$ cat src/logic/asr_defs.svh
// Constants of the AT result-option and S-register command block.
// Assumes inclusion by bare name from files under logic/.
`ifndef ASR_DEFS_SVH
`define ASR_DEFS_SVH

// ****************************************************************
// S-register file
// ****************************************************************
`define ASR_NUM_SREG      32
`define ASR_IDX_OPT       14
`define ASR_IDX_PROF      24
`define ASR_QUIET_BIT     2
`define ASR_VERBOSE_BIT   3
`define ASR_OPT_RESET     8'h08
`define ASR_SREG_RESET    8'h00
`define ASR_NUM_MAX       7'h63
`define ASR_VAL_MAX       10'h3e7

// ****************************************************************
// Bus register byte offsets and reset values
// ****************************************************************
`define ASR_OFS_CTRL      8'h00
`define ASR_OFS_STATUS    8'h04
`define ASR_OFS_PEEK_IDX  8'h08
`define ASR_OFS_PEEK_DATA 8'h0c
`define ASR_CTRL_EN_BIT   0
`define ASR_CTRL_FACT_BIT 1
`define ASR_CTRL_RESET    1'b1

// ****************************************************************
// Character codes
// ****************************************************************
`define ASR_CH_CR         8'h0d
`define ASR_CH_LF         8'h0a
`define ASR_CH_SP         8'h20
`define ASR_CH_0          8'h30
`define ASR_CH_9          8'h39
`define ASR_CH_A          8'h41
`define ASR_CH_T          8'h54
`define ASR_CH_Q          8'h51
`define ASR_CH_V          8'h56
`define ASR_CH_S          8'h53
`define ASR_CH_O          8'h4f
`define ASR_CH_K          8'h4b
`define ASR_CH_EQ         8'h3d
`define ASR_CH_QM         8'h3f
`define ASR_CASE_MASK     8'hdf

`endif

$ cat src/logic/asr_pkg.sv
// Types shared by the AT command block.
// Assumes nothing of its surroundings.
package asr_pkg;

   typedef enum logic [2:0] {
      ST_IDLE, ST_GOT_A, ST_CMD, ST_ARG, ST_SNUM, ST_SVAL, ST_EMIT
   } asr_state_t;

   typedef enum logic [1:0] {
      CK_QUIET, CK_VERBOSE, CK_OTHER
   } asr_kind_t;

   typedef logic [7:0] asr_byte_t;

endpackage

$ cat src/logic/asr_sreg_if.sv
// Carrier between the command parser and the S-register store.
// Assumes both ends run on the same clock.
`timescale 1ns/1ps
interface asr_sreg_if #(
   parameter int IDX_W = 5
);
   logic             wr_en;
   logic [IDX_W-1:0] wr_idx;
   logic [7:0]       wr_data;
   logic [7:0]       wr_mask;
   logic             fact_load;
   logic [IDX_W-1:0] rd_idx;
   logic [7:0]       rd_raw;
   logic [IDX_W-1:0] pk_idx;
   logic [7:0]       pk_raw;
   logic [7:0]       pk_eff;
   logic [7:0]       pk_prof0;
   logic [7:0]       pk_prof1;
   logic [7:0]       opt;

   modport ctl (
      output wr_en, wr_idx, wr_data, wr_mask, fact_load, rd_idx, pk_idx,
      input  rd_raw, pk_raw, pk_eff, pk_prof0, pk_prof1, opt
   );
   modport store (
      input  wr_en, wr_idx, wr_data, wr_mask, fact_load, rd_idx, pk_idx,
      output rd_raw, pk_raw, pk_eff, pk_prof0, pk_prof1, opt
   );
endinterface // asr_sreg_if

$ cat src/logic/asr_sreg_file.sv
// S-register store: active set, two stored profiles, clamped view.
// Assumes one clock and a parser that drives the ctl modport.
`timescale 1ns/1ps
`include "asr_defs.svh"
module asr_sreg_file #(
   parameter int                      NUM_SREG  = `ASR_NUM_SREG,
   parameter int                      IDX_W     = 5,
   parameter logic [NUM_SREG*8-1:0]   LO_LIMITS = '0,
   parameter logic [NUM_SREG*8-1:0]   HI_LIMITS = '1
) (
   // Clock and reset
   input  wire logic   core_clk_i,
   input  wire logic   reset_i,
   // Parser side
   asr_sreg_if.store   sif
);
   import asr_pkg::*;

   asr_byte_t active [NUM_SREG];
   asr_byte_t prof0  [NUM_SREG];
   asr_byte_t prof1  [NUM_SREG];

   function automatic asr_byte_t reset_val(input int i);
      return (i == `ASR_IDX_OPT) ? `ASR_OPT_RESET : `ASR_SREG_RESET;
   endfunction

   wire             wr_ok       = int'(sif.wr_idx) < NUM_SREG;
   wire             rd_ok       = int'(sif.rd_idx) < NUM_SREG;
   wire             pk_ok       = int'(sif.pk_idx) < NUM_SREG;
   wire asr_byte_t  wr_old      = wr_ok ? active[sif.wr_idx] : 8'h00;
   wire asr_byte_t  merged      = (wr_old & ~sif.wr_mask) | (sif.wr_data & sif.wr_mask);
   wire             to_profiles = sif.wr_idx == IDX_W'(`ASR_IDX_PROF);
   wire asr_byte_t  lo          = LO_LIMITS[sif.pk_idx*8 +: 8];
   wire asr_byte_t  hi          = HI_LIMITS[sif.pk_idx*8 +: 8];

   // Values are kept as written; only the operating view is clamped.
   assign sif.rd_raw   = rd_ok ? active[sif.rd_idx] : 8'h00;
   assign sif.pk_raw   = pk_ok ? active[sif.pk_idx] : 8'h00;
   assign sif.pk_eff   = (sif.pk_raw < lo) ? lo : (sif.pk_raw > hi) ? hi : sif.pk_raw;
   assign sif.pk_prof0 = pk_ok ? prof0[sif.pk_idx] : 8'h00;
   assign sif.pk_prof1 = pk_ok ? prof1[sif.pk_idx] : 8'h00;
   assign sif.opt      = active[`ASR_IDX_OPT];

   always_ff @(posedge core_clk_i or posedge reset_i) begin
      if (reset_i) begin
         for (int i = 0; i < NUM_SREG; i++) begin
            active[i] <= reset_val(i);
            prof0[i]  <= reset_val(i);
            prof1[i]  <= reset_val(i);
         end
      end else if (sif.fact_load) begin
         for (int i = 0; i < NUM_SREG; i++) begin
            active[i] <= reset_val(i);
         end
      end else if (sif.wr_en && wr_ok) begin
         active[sif.wr_idx] <= merged;
         if (to_profiles) begin
            prof0[sif.wr_idx] <= merged;
            prof1[sif.wr_idx] <= merged;
         end
      end
   end

endmodule // asr_sreg_file

$ cat src/logic/asr_top.sv
// AT command interpreter for result display, result format and S-registers.
// Assumes a byte stream with valid/ready in each direction and an AHB-Lite
// master alone on the bus, all on core_clk_i.
//
// The register addresses and the AHB-Lite slave port were chosen for this implementation.
`timescale 1ns/1ps
`include "asr_defs.svh"

module asr_top #(
   parameter int NUM_SREG = `ASR_NUM_SREG
) (
   // Clock and reset
   input  wire logic        core_clk_i,
   input  wire logic        reset_i,
   // AHB-Lite slave
   input  wire logic        hsel_i,
   input  wire logic [31:0] haddr_i,
   input  wire logic [1:0]  htrans_i,
   input  wire logic        hwrite_i,
   input  wire logic [2:0]  hsize_i,
   input  wire logic        hready_i,
   input  wire logic [31:0] hwdata_i,
   output logic      [31:0] hrdata_o,
   output logic             hreadyout_o,
   output logic             hresp_o,
   // Command characters from the host
   input  wire asr_pkg::asr_byte_t rx_data_i,
   input  wire logic        rx_valid_i,
   output logic             rx_ready_o,
   // Reply characters to the host
   output asr_pkg::asr_byte_t tx_data_o,
   output logic             tx_valid_o,
   input  wire logic        tx_ready_i
);
   import asr_pkg::*;

   localparam int IDX_W = (NUM_SREG > 1) ? $clog2(NUM_SREG) : 1;

   // ****************************************************************
   // Register store
   // ****************************************************************
   asr_sreg_if #(.IDX_W(IDX_W)) sif ();

   asr_sreg_file #(
      .NUM_SREG (NUM_SREG),
      .IDX_W    (IDX_W)
   ) u_store (
      .core_clk_i (core_clk_i),
      .reset_i    (reset_i),
      .sif        (sif)
   );

   // ****************************************************************
   // Parser state
   // ****************************************************************
   asr_state_t        state, next_state;
   asr_kind_t         kind, next_kind;
   logic [IDX_W-1:0]  pointer, next_pointer;
   logic [3:0]        arg, next_arg;
   logic [6:0]        num, next_num;
   logic              num_seen, next_num_seen;
   logic [9:0]        val, next_val;
   logic [63:0]       emit_buf, next_emit_buf;
   logic [3:0]        emit_len, next_emit_len;
   logic [3:0]        emit_pos, next_emit_pos;
   logic              emit_last, next_emit_last;
   asr_byte_t         next_tx_data;
   logic              next_tx_valid;
   logic              enable;
   logic [IDX_W-1:0]  pk_idx;

   // ****************************************************************
   // Character decode
   // ****************************************************************
   wire asr_byte_t ch       = rx_data_i & `ASR_CASE_MASK;
   wire            is_digit = (rx_data_i >= `ASR_CH_0) && (rx_data_i <= `ASR_CH_9);
   wire [3:0]      digit    = 4'(rx_data_i - `ASR_CH_0);
   wire            is_cr    = rx_data_i == `ASR_CH_CR;
   wire            in_num   = (state == ST_ARG) || (state == ST_SNUM) || (state == ST_SVAL);
   // A non-digit ends a number field; it is held and seen again in ST_CMD.
   wire            hold     = in_num && rx_valid_i && !is_digit;
   assign rx_ready_o = !enable || ((state != ST_EMIT) && !hold);
   wire            rx_fire  = enable && rx_valid_i && rx_ready_o;
   wire            quiet    = sif.opt[`ASR_QUIET_BIT];
   wire            verbose  = sif.opt[`ASR_VERBOSE_BIT];
   wire            num_ok   = num_seen && (int'(num) < NUM_SREG);

   // ****************************************************************
   // Reply text
   // ****************************************************************
   wire asr_byte_t qv     = sif.rd_raw;
   wire asr_byte_t d_h    = `ASR_CH_0 + 8'(qv / 8'd100);
   wire asr_byte_t d_t    = `ASR_CH_0 + 8'((qv / 8'd10) % 8'd10);
   wire asr_byte_t d_u    = `ASR_CH_0 + 8'(qv % 8'd10);
   wire [1:0]      dlen   = (qv >= 8'd100) ? 2'd3 : (qv >= 8'd10) ? 2'd2 : 2'd1;
   wire [23:0]     dstr   = (dlen == 2'd3) ? {d_u, d_t, d_h} :
                            (dlen == 2'd2) ? {8'h00, d_u, d_t} : {16'h0000, d_u};
   wire [39:0]     d_tail = (40'({`ASR_CH_LF, `ASR_CH_CR}) << (5'(dlen) * 5'd8))
                            | 40'(dstr);
   // Query reply: decimal digits then a line end, led by a line end only when verbose, first byte lowest.
   wire [63:0]     q_buf  = verbose ? 64'({d_tail, `ASR_CH_LF, `ASR_CH_CR})
                                    : 64'(d_tail);
   wire [3:0]      q_len  = 4'(dlen) + (verbose ? 4'd4 : 4'd2);
   wire [63:0]     r_buf  = verbose ? 64'({`ASR_CH_LF, `ASR_CH_CR, `ASR_CH_K, `ASR_CH_O,
                                           `ASR_CH_LF, `ASR_CH_CR})
                                    : 64'({`ASR_CH_CR, `ASR_CH_0});
   wire [3:0]      r_len  = verbose ? 4'd6 : 4'd2;

   assign sif.rd_idx = pointer;

   // ****************************************************************
   // Parser next state
   // ****************************************************************
   always_comb begin
      next_state     = state;
      next_kind      = kind;
      next_pointer   = pointer;
      next_arg       = arg;
      next_num       = num;
      next_num_seen  = num_seen;
      next_val       = val;
      next_emit_buf  = emit_buf;
      next_emit_len  = emit_len;
      next_emit_pos  = emit_pos;
      next_emit_last = emit_last;
      next_tx_data   = tx_data_o;
      next_tx_valid  = tx_valid_o;
      sif.wr_en      = 1'b0;
      sif.wr_idx     = pointer;
      sif.wr_data    = 8'h00;
      sif.wr_mask    = 8'hff;
      case (state)
         ST_IDLE: begin
            if (rx_fire && ch == `ASR_CH_A) begin
               next_state = ST_GOT_A;
            end
         end
         ST_GOT_A: begin
            if (rx_fire) begin
               next_state = (ch == `ASR_CH_T) ? ST_CMD : ST_IDLE;
            end
         end
         ST_CMD: begin
            if (rx_fire) begin
               next_arg      = 4'h0;
               next_num      = 7'h00;
               next_num_seen = 1'b0;
               next_val      = 10'h000;
               if (is_cr) begin
                  // Q and V settings already stored govern this result.
                  next_emit_buf  = r_buf;
                  next_emit_len  = r_len;
                  next_emit_pos  = 4'h0;
                  next_emit_last = 1'b1;
                  next_state     = quiet ? ST_IDLE : ST_EMIT;
               end else if (ch == `ASR_CH_Q) begin
                  next_kind  = CK_QUIET;
                  next_state = ST_ARG;
               end else if (ch == `ASR_CH_V) begin
                  next_kind  = CK_VERBOSE;
                  next_state = ST_ARG;
               end else if (ch == `ASR_CH_S) begin
                  next_state = ST_SNUM;
               end else if (rx_data_i == `ASR_CH_EQ) begin
                  next_state = ST_SVAL;
               end else if (rx_data_i == `ASR_CH_QM) begin
                  // Any write from the same line has already landed.
                  next_emit_buf  = q_buf;
                  next_emit_len  = q_len;
                  next_emit_pos  = 4'h0;
                  next_emit_last = 1'b0;
                  next_state     = ST_EMIT;
               end else if (rx_data_i != `ASR_CH_SP && !is_digit) begin
                  next_kind  = CK_OTHER;
                  next_state = ST_ARG;
               end
            end
         end
         ST_ARG: begin
            if (rx_fire) begin
               next_arg = digit;
            end else if (hold) begin
               sif.wr_en   = (kind != CK_OTHER) && (arg <= 4'h1);
               sif.wr_idx  = IDX_W'(`ASR_IDX_OPT);
               sif.wr_mask = (kind == CK_QUIET) ? 8'(1 << `ASR_QUIET_BIT)
                                                : 8'(1 << `ASR_VERBOSE_BIT);
               sif.wr_data = {8{arg[0]}};
               next_state  = ST_CMD;
            end
         end
         ST_SNUM: begin
            if (rx_fire) begin
               // Any digit after a value of 10 or more passes the limit, so saturate before it overflows.
               next_num      = (num >= 7'd10) ? `ASR_NUM_MAX : 7'(num * 7'd10 + 7'(digit));
               next_num_seen = 1'b1;
            end else if (hold) begin
               if (num_ok) begin
                  next_pointer = IDX_W'(num);
               end
               next_state = ST_CMD;
            end
         end
         ST_SVAL: begin
            if (rx_fire) begin
               next_val = (val >= 10'd100) ? `ASR_VAL_MAX : 10'(val * 10'd10 + 10'(digit));
            end else if (hold) begin
               sif.wr_en   = 1'b1;
               sif.wr_idx  = pointer;
               sif.wr_data = val[7:0];
               next_state  = ST_CMD;
            end
         end
         ST_EMIT: begin
            if (!tx_valid_o || tx_ready_i) begin
               if (emit_pos < emit_len) begin
                  next_tx_data  = emit_buf[emit_pos*8 +: 8];
                  next_tx_valid = 1'b1;
                  next_emit_pos = emit_pos + 4'h1;
               end else begin
                  next_tx_valid = 1'b0;
                  next_state    = emit_last ? ST_IDLE : ST_CMD;
               end
            end
         end
         default: begin
            next_state = ST_IDLE;
         end
      endcase
   end

   always_ff @(posedge core_clk_i or posedge reset_i) begin
      if (reset_i) begin
         state     <= ST_IDLE;
         kind      <= CK_OTHER;
         pointer   <= '0;
         arg       <= 4'h0;
         num       <= 7'h00;
         num_seen  <= 1'b0;
         val       <= 10'h000;
      end else begin
         state     <= next_state;
         kind      <= next_kind;
         pointer   <= next_pointer;
         arg       <= next_arg;
         num       <= next_num;
         num_seen  <= next_num_seen;
         val       <= next_val;
      end
   end

   always_ff @(posedge core_clk_i or posedge reset_i) begin
      if (reset_i) begin
         emit_buf   <= 64'h0;
         emit_len   <= 4'h0;
         emit_pos   <= 4'h0;
         emit_last  <= 1'b0;
         tx_data_o  <= 8'h00;
         tx_valid_o <= 1'b0;
      end else begin
         emit_buf   <= next_emit_buf;
         emit_len   <= next_emit_len;
         emit_pos   <= next_emit_pos;
         emit_last  <= next_emit_last;
         tx_data_o  <= next_tx_data;
         tx_valid_o <= next_tx_valid;
      end
   end

   // ****************************************************************
   // AHB-Lite slave
   // ****************************************************************
   logic       wr_pend;
   logic       rd_pend;
   logic [7:0] dp_addr;

   // Reads take one wait state so that a write just before is visible.
   wire        ahb_take  = hsel_i && htrans_i[1] && hready_i;
   wire        dp_wr     = wr_pend;
   wire        wr_ctrl   = dp_wr && (dp_addr == `ASR_OFS_CTRL);
   wire        wr_pk_idx = dp_wr && (dp_addr == `ASR_OFS_PEEK_IDX);
   wire [31:0] status    = {20'h0, enable, (state == ST_EMIT), verbose, !quiet,
                            8'(pointer)};
   wire [31:0] peek_data = {sif.pk_prof1, sif.pk_prof0, sif.pk_eff, sif.pk_raw};
   wire [31:0] rd_mux    = (dp_addr == `ASR_OFS_CTRL)      ? {31'h0, enable} :
                           (dp_addr == `ASR_OFS_STATUS)    ? status :
                           (dp_addr == `ASR_OFS_PEEK_IDX)  ? 32'(pk_idx) :
                           (dp_addr == `ASR_OFS_PEEK_DATA) ? peek_data : 32'h0;

   assign hreadyout_o   = !rd_pend;
   assign hresp_o       = 1'b0;
   assign sif.fact_load = wr_ctrl && hwdata_i[`ASR_CTRL_FACT_BIT];
   assign sif.pk_idx    = pk_idx;

   always_ff @(posedge core_clk_i or posedge reset_i) begin
      if (reset_i) begin
         wr_pend <= 1'b0;
         rd_pend <= 1'b0;
         dp_addr <= 8'h00;
      end else begin
         wr_pend <= ahb_take && hwrite_i;
         rd_pend <= ahb_take && !hwrite_i;
         if (ahb_take) begin
            dp_addr <= haddr_i[7:0];
         end
      end
   end

   always_ff @(posedge core_clk_i or posedge reset_i) begin
      if (reset_i) begin
         enable   <= `ASR_CTRL_RESET;
         pk_idx   <= '0;
         hrdata_o <= 32'h0;
      end else begin
         if (wr_ctrl) begin
            enable <= hwdata_i[`ASR_CTRL_EN_BIT];
         end
         if (wr_pk_idx) begin
            pk_idx <= hwdata_i[IDX_W-1:0];
         end
         if (rd_pend) begin
            hrdata_o <= rd_mux;
         end
      end
   end

endmodule // asr_top
$ cat config.mk
export PLATFORM = sky130hd
export DESIGN_NAME = asr_top
export DESIGN_NICKNAME = d
export VERILOG_FILES = /design/src/logic/asr_pkg.sv /design/src/logic/asr_sreg_if.sv /design/src/logic/asr_sreg_file.sv /design/src/logic/asr_top.sv
export VERILOG_INCLUDE_DIRS = /design/src /design/src/logic
export SDC_FILE = /design/constraint.sdc
export NUM_CORES = 2
export LEC_CHECK = 0
export ABC_CLOCK_PERIOD_IN_PS = 31400
export BUFFER_PORTS_ARGS = -buffer_cell sky130_fd_sc_hd__clkbuf_2
export CORE_UTILIZATION = 55
export DETAILED_ROUTE_END_ITERATION = 10
export GPL_TIMING_DRIVEN = 0
export PLACE_DENSITY = 0.71
export SLEW_MARGIN = 20
export SYNTH_ARGS = -nofsm -noshare
export SYNTH_HDL_FRONTEND = slang
export SYNTH_SLANG_ARGS = --single-unit
$ cat constraint.sdc
create_clock -name core_clk_i -period 31.4 [get_ports core_clk_i]
set_input_delay 6.28 -clock core_clk_i [delete_from_list [all_inputs] [get_ports core_clk_i]]
set_output_delay 6.28 -clock core_clk_i [all_outputs]
set_load 0.05 [all_outputs]
==> out/metrics.cfg <==
[die]
initial_utilization = 0.559
die_y_um = 244
ios = 128
die-area_mm2 = 0.0597
core.rowCount = 88
die_w_um = 244
core_area_mm2 = 0.0578

[global_routing]
overflow = 0
antenna_found_initial = 0
grt_pass1_wl_mm = 147
first_global_vias = 24618
grt_use_total = 0.327
grt_max_degree = 120

[power_and_ir_drop]
netSwitchingPower_mw = 0.585
power_frac_clock = 0.408
seqPwrFrac = 0.429
p_comb_frac = 0.163
max-vdd-ir-drop_mv = 0.0482
p_leak_nw = 15.6
p_total_mw = 1.99
swShare = 0.294
power_density_mw_per_mm2 = 55.1
p_int_mw = 1.40

[place]
place_inst = 3683
dp_hpwl_mm = 68.3
routabilityCongestion = 1.03
portBuffers = 70

[route]
drc_errors = 0
dr.pass1.iters = 6
avgRoutedWirePerCell_um = 25.0
via_per_inst = 6.35
vias = 24195
drt_iter0_drc = 2415
wl_mm = 95.2
ant_nets = 0

[sta]
hold_viol_final = 0
fmax_ghz = 0.0714
clock_skew_ps = 56.3
slew_headroom = 0.135
period_share = 0.446
maxSlewViolCount = 0
fin_tns_setup_ps = 0
rsz0062_at_grt = false
fin_crit_ps = 14000
tightest_slew_ps = 1300
setup_viol = 0

[clock_network]
cts_tree = built
cts.path.max_buffers = 3
cts_setup_buffers = 0
cts.clk_slew.worst_paths_ps = 60
cts_sinks = 644
htree_levels = 3
ctsHoldBuffers = 0
cts-root-buf = clkbuf_16
numCtsBuffers = 70
clock_latency_ps = 660
cts_resized = 0

[worst_setup_path]
critPathKind = primary input to primary output
critPathTopFamily = buffers and inverters
cpMaxStageDelayCell = o21a_1
required_ps = 25120
cpMostUsedCell = nand2_1
cp_cell_sequence = clkbuf_2 -> o21ai_0 -> nand2_1 -> o21a_1 -> nand2_1 -> mux2i_1 -> nand2_1 -> nand2_1 -> nand2_1 -> clkbuf_2
cp-end-kind = primary output
crit_fanout = 9
cp_slowest_stage_delay_ps = 270
crit_buf_inv = 2
start_kind = primary input
arrival_ps = 7720

[logic_synthesis]
avgSynthCellArea_um2 = 11.4
yosys-top-cells-area = dfrtp_1 (50%), mux4_2 (15%), clkbuf_1 (4.8%)
synth_common_cells = dfrtp_1 (640), clkbuf_1 (411), nor2_1 (391)
yosysSeqAreaShare = 0.499
yosysUniqueCellTypes = 92
synth_nets = 2974
yosys_warnings = 0
async_flop_share = 1.00
synth_top_cell_by_area = dfrtp_1
synth_top_cell_area_share = 0.496
synth_seq_cells = 644
synth_edf_count = 0
synth.most_common_cell = dfrtp_1
syn_area_mm2 = 0.0323
synth_flop_cell = dfrtp_1
synthCells = 2842

[final_layout]
fin_nets = 3122
layoutNonFillerInstCount = 3810
utilization = 0.625
areaGrowthSynthToFinish_pct = 11.8
drive_above_1_share = 0.168
fillers = 4490

[hold_path]
hold_class = flip-flop to flip-flop

[run_status]
status = finished, final reports clean

[flow_run]
cap_viol_max_count = 0

==> routing by layer <==
layer	vias up	wire (µm)	track usage
met2	1335	44600	0.515
met3	308	8800	0.0755
li1	10346	-	-
met5	-	0	0
met1	12206	36300	0.426
met4	0	5540	0.171
==> power groups by stage <==
stage / logic (mW) / clock network (mW) / registers, mW
3_3_place_gp: 0.308 / 0 / 0.869
6_report: 0.323 / 0.812 / 0.853
3_5_place_dp: 0.317 / 0 / 0.868
5_1_grt: 0.351 / 0.853 / 0.854
2_1_floorplan: 0.228 / 0 / 0.870
4_1_cts: 0.318 / 0.820 / 0.853
==> state kept, by name (all words and copies together) (netlist names), 2 cells and up <==
| signal | flops |
|---|---|
| u_store.prof1 | 8 |
| emit_buf | 43 |
| u_store.sif.opt | 8 |
| u_store.prof0 | 248 |
| num | 7 |
| kind | 2 |
| tx_data_o | 8 |
| val | 10 |
| emit_len | 4 |
| arg | 4 |
| u_store.active | 248 |
| emit_pos | 4 |
| pk_idx | 5 |
| hrdata_o | 23 |
| state | 3 |
| dp_addr | 8 |
| pointer | 5 |
==> path summary, 6_finish.rpt <==
check / depth (start not counted) / end / slack [ps] / from
max in group asynchronous: 5 / hrdata_o[3] / 23960 / reset_i
worst min-delay path: 1 / u_store.prof0[139] / 450 / u_store.prof0[139]
worst min register to register: 1 / u_store.prof0[139] / 450 / u_store.prof0[139]
worst max register to register: 31 / emit_buf[30] / 21990 / pointer[2]
worst max-delay path: 10 / rx_ready_o / 17400 / rx_data_i[3]
min in group asynchronous: 2 / u_store.active[216] / 5710 / reset_i
==> cells by family after synthesis <==
family	Yosys count	synth area share
AOI/OAI and AO/OA	519	0.110
buffers and inverters	500	0.0619
xor gates and xnor gates	24	0.00674
adders and majority gates	48	0.0195
DFF	644	0.499
muxes	385	0.207
and+or+nand+nor	721	0.0957
other	1	0.000116
==> placed cells by master (no fill, tap or decap), types with 29 or more instances in the layout <==
master and n:
dfrtp_1 640, clkbuf_1 427, nor2_1 391, mux4_2 222, a211oi_1 172, nand2_1 160
mux2i_1 133, o21ai_0 93, a21oi_1 89, clkbuf_2 74, clkbuf_16 70, nand3_1 48
ha_1 44, inv_1 36, mux2_2 29
==> area by class of cell <==
cell class                      instances  area (µm²)  area share
Antenna cell                            1        2.50   0.0000693
Buffer                                456        1850      0.0512
Clock buffer                          100        1960      0.0544
Clock inverter                         26         337     0.00932
Inverter                               44         173     0.00478
Multi-Input combinational cell       1698       14200       0.393
Sequential cell                       644       16100       0.447
Tap cell                              765         957      0.0265
Timing Repair Buffer                   76         515      0.0143
==> through the flow <==
step	cell area [µm²]	worst slack [ps]	hold slack (ps)
finish	36100	17400	447
global route	36100	17270	463
CTS	36100	17400	448
detailed placement	33800	17400	438
global placement	33600	1470	432
floorplan	32300	7080	424
Power figures use the tool's default switching activity.
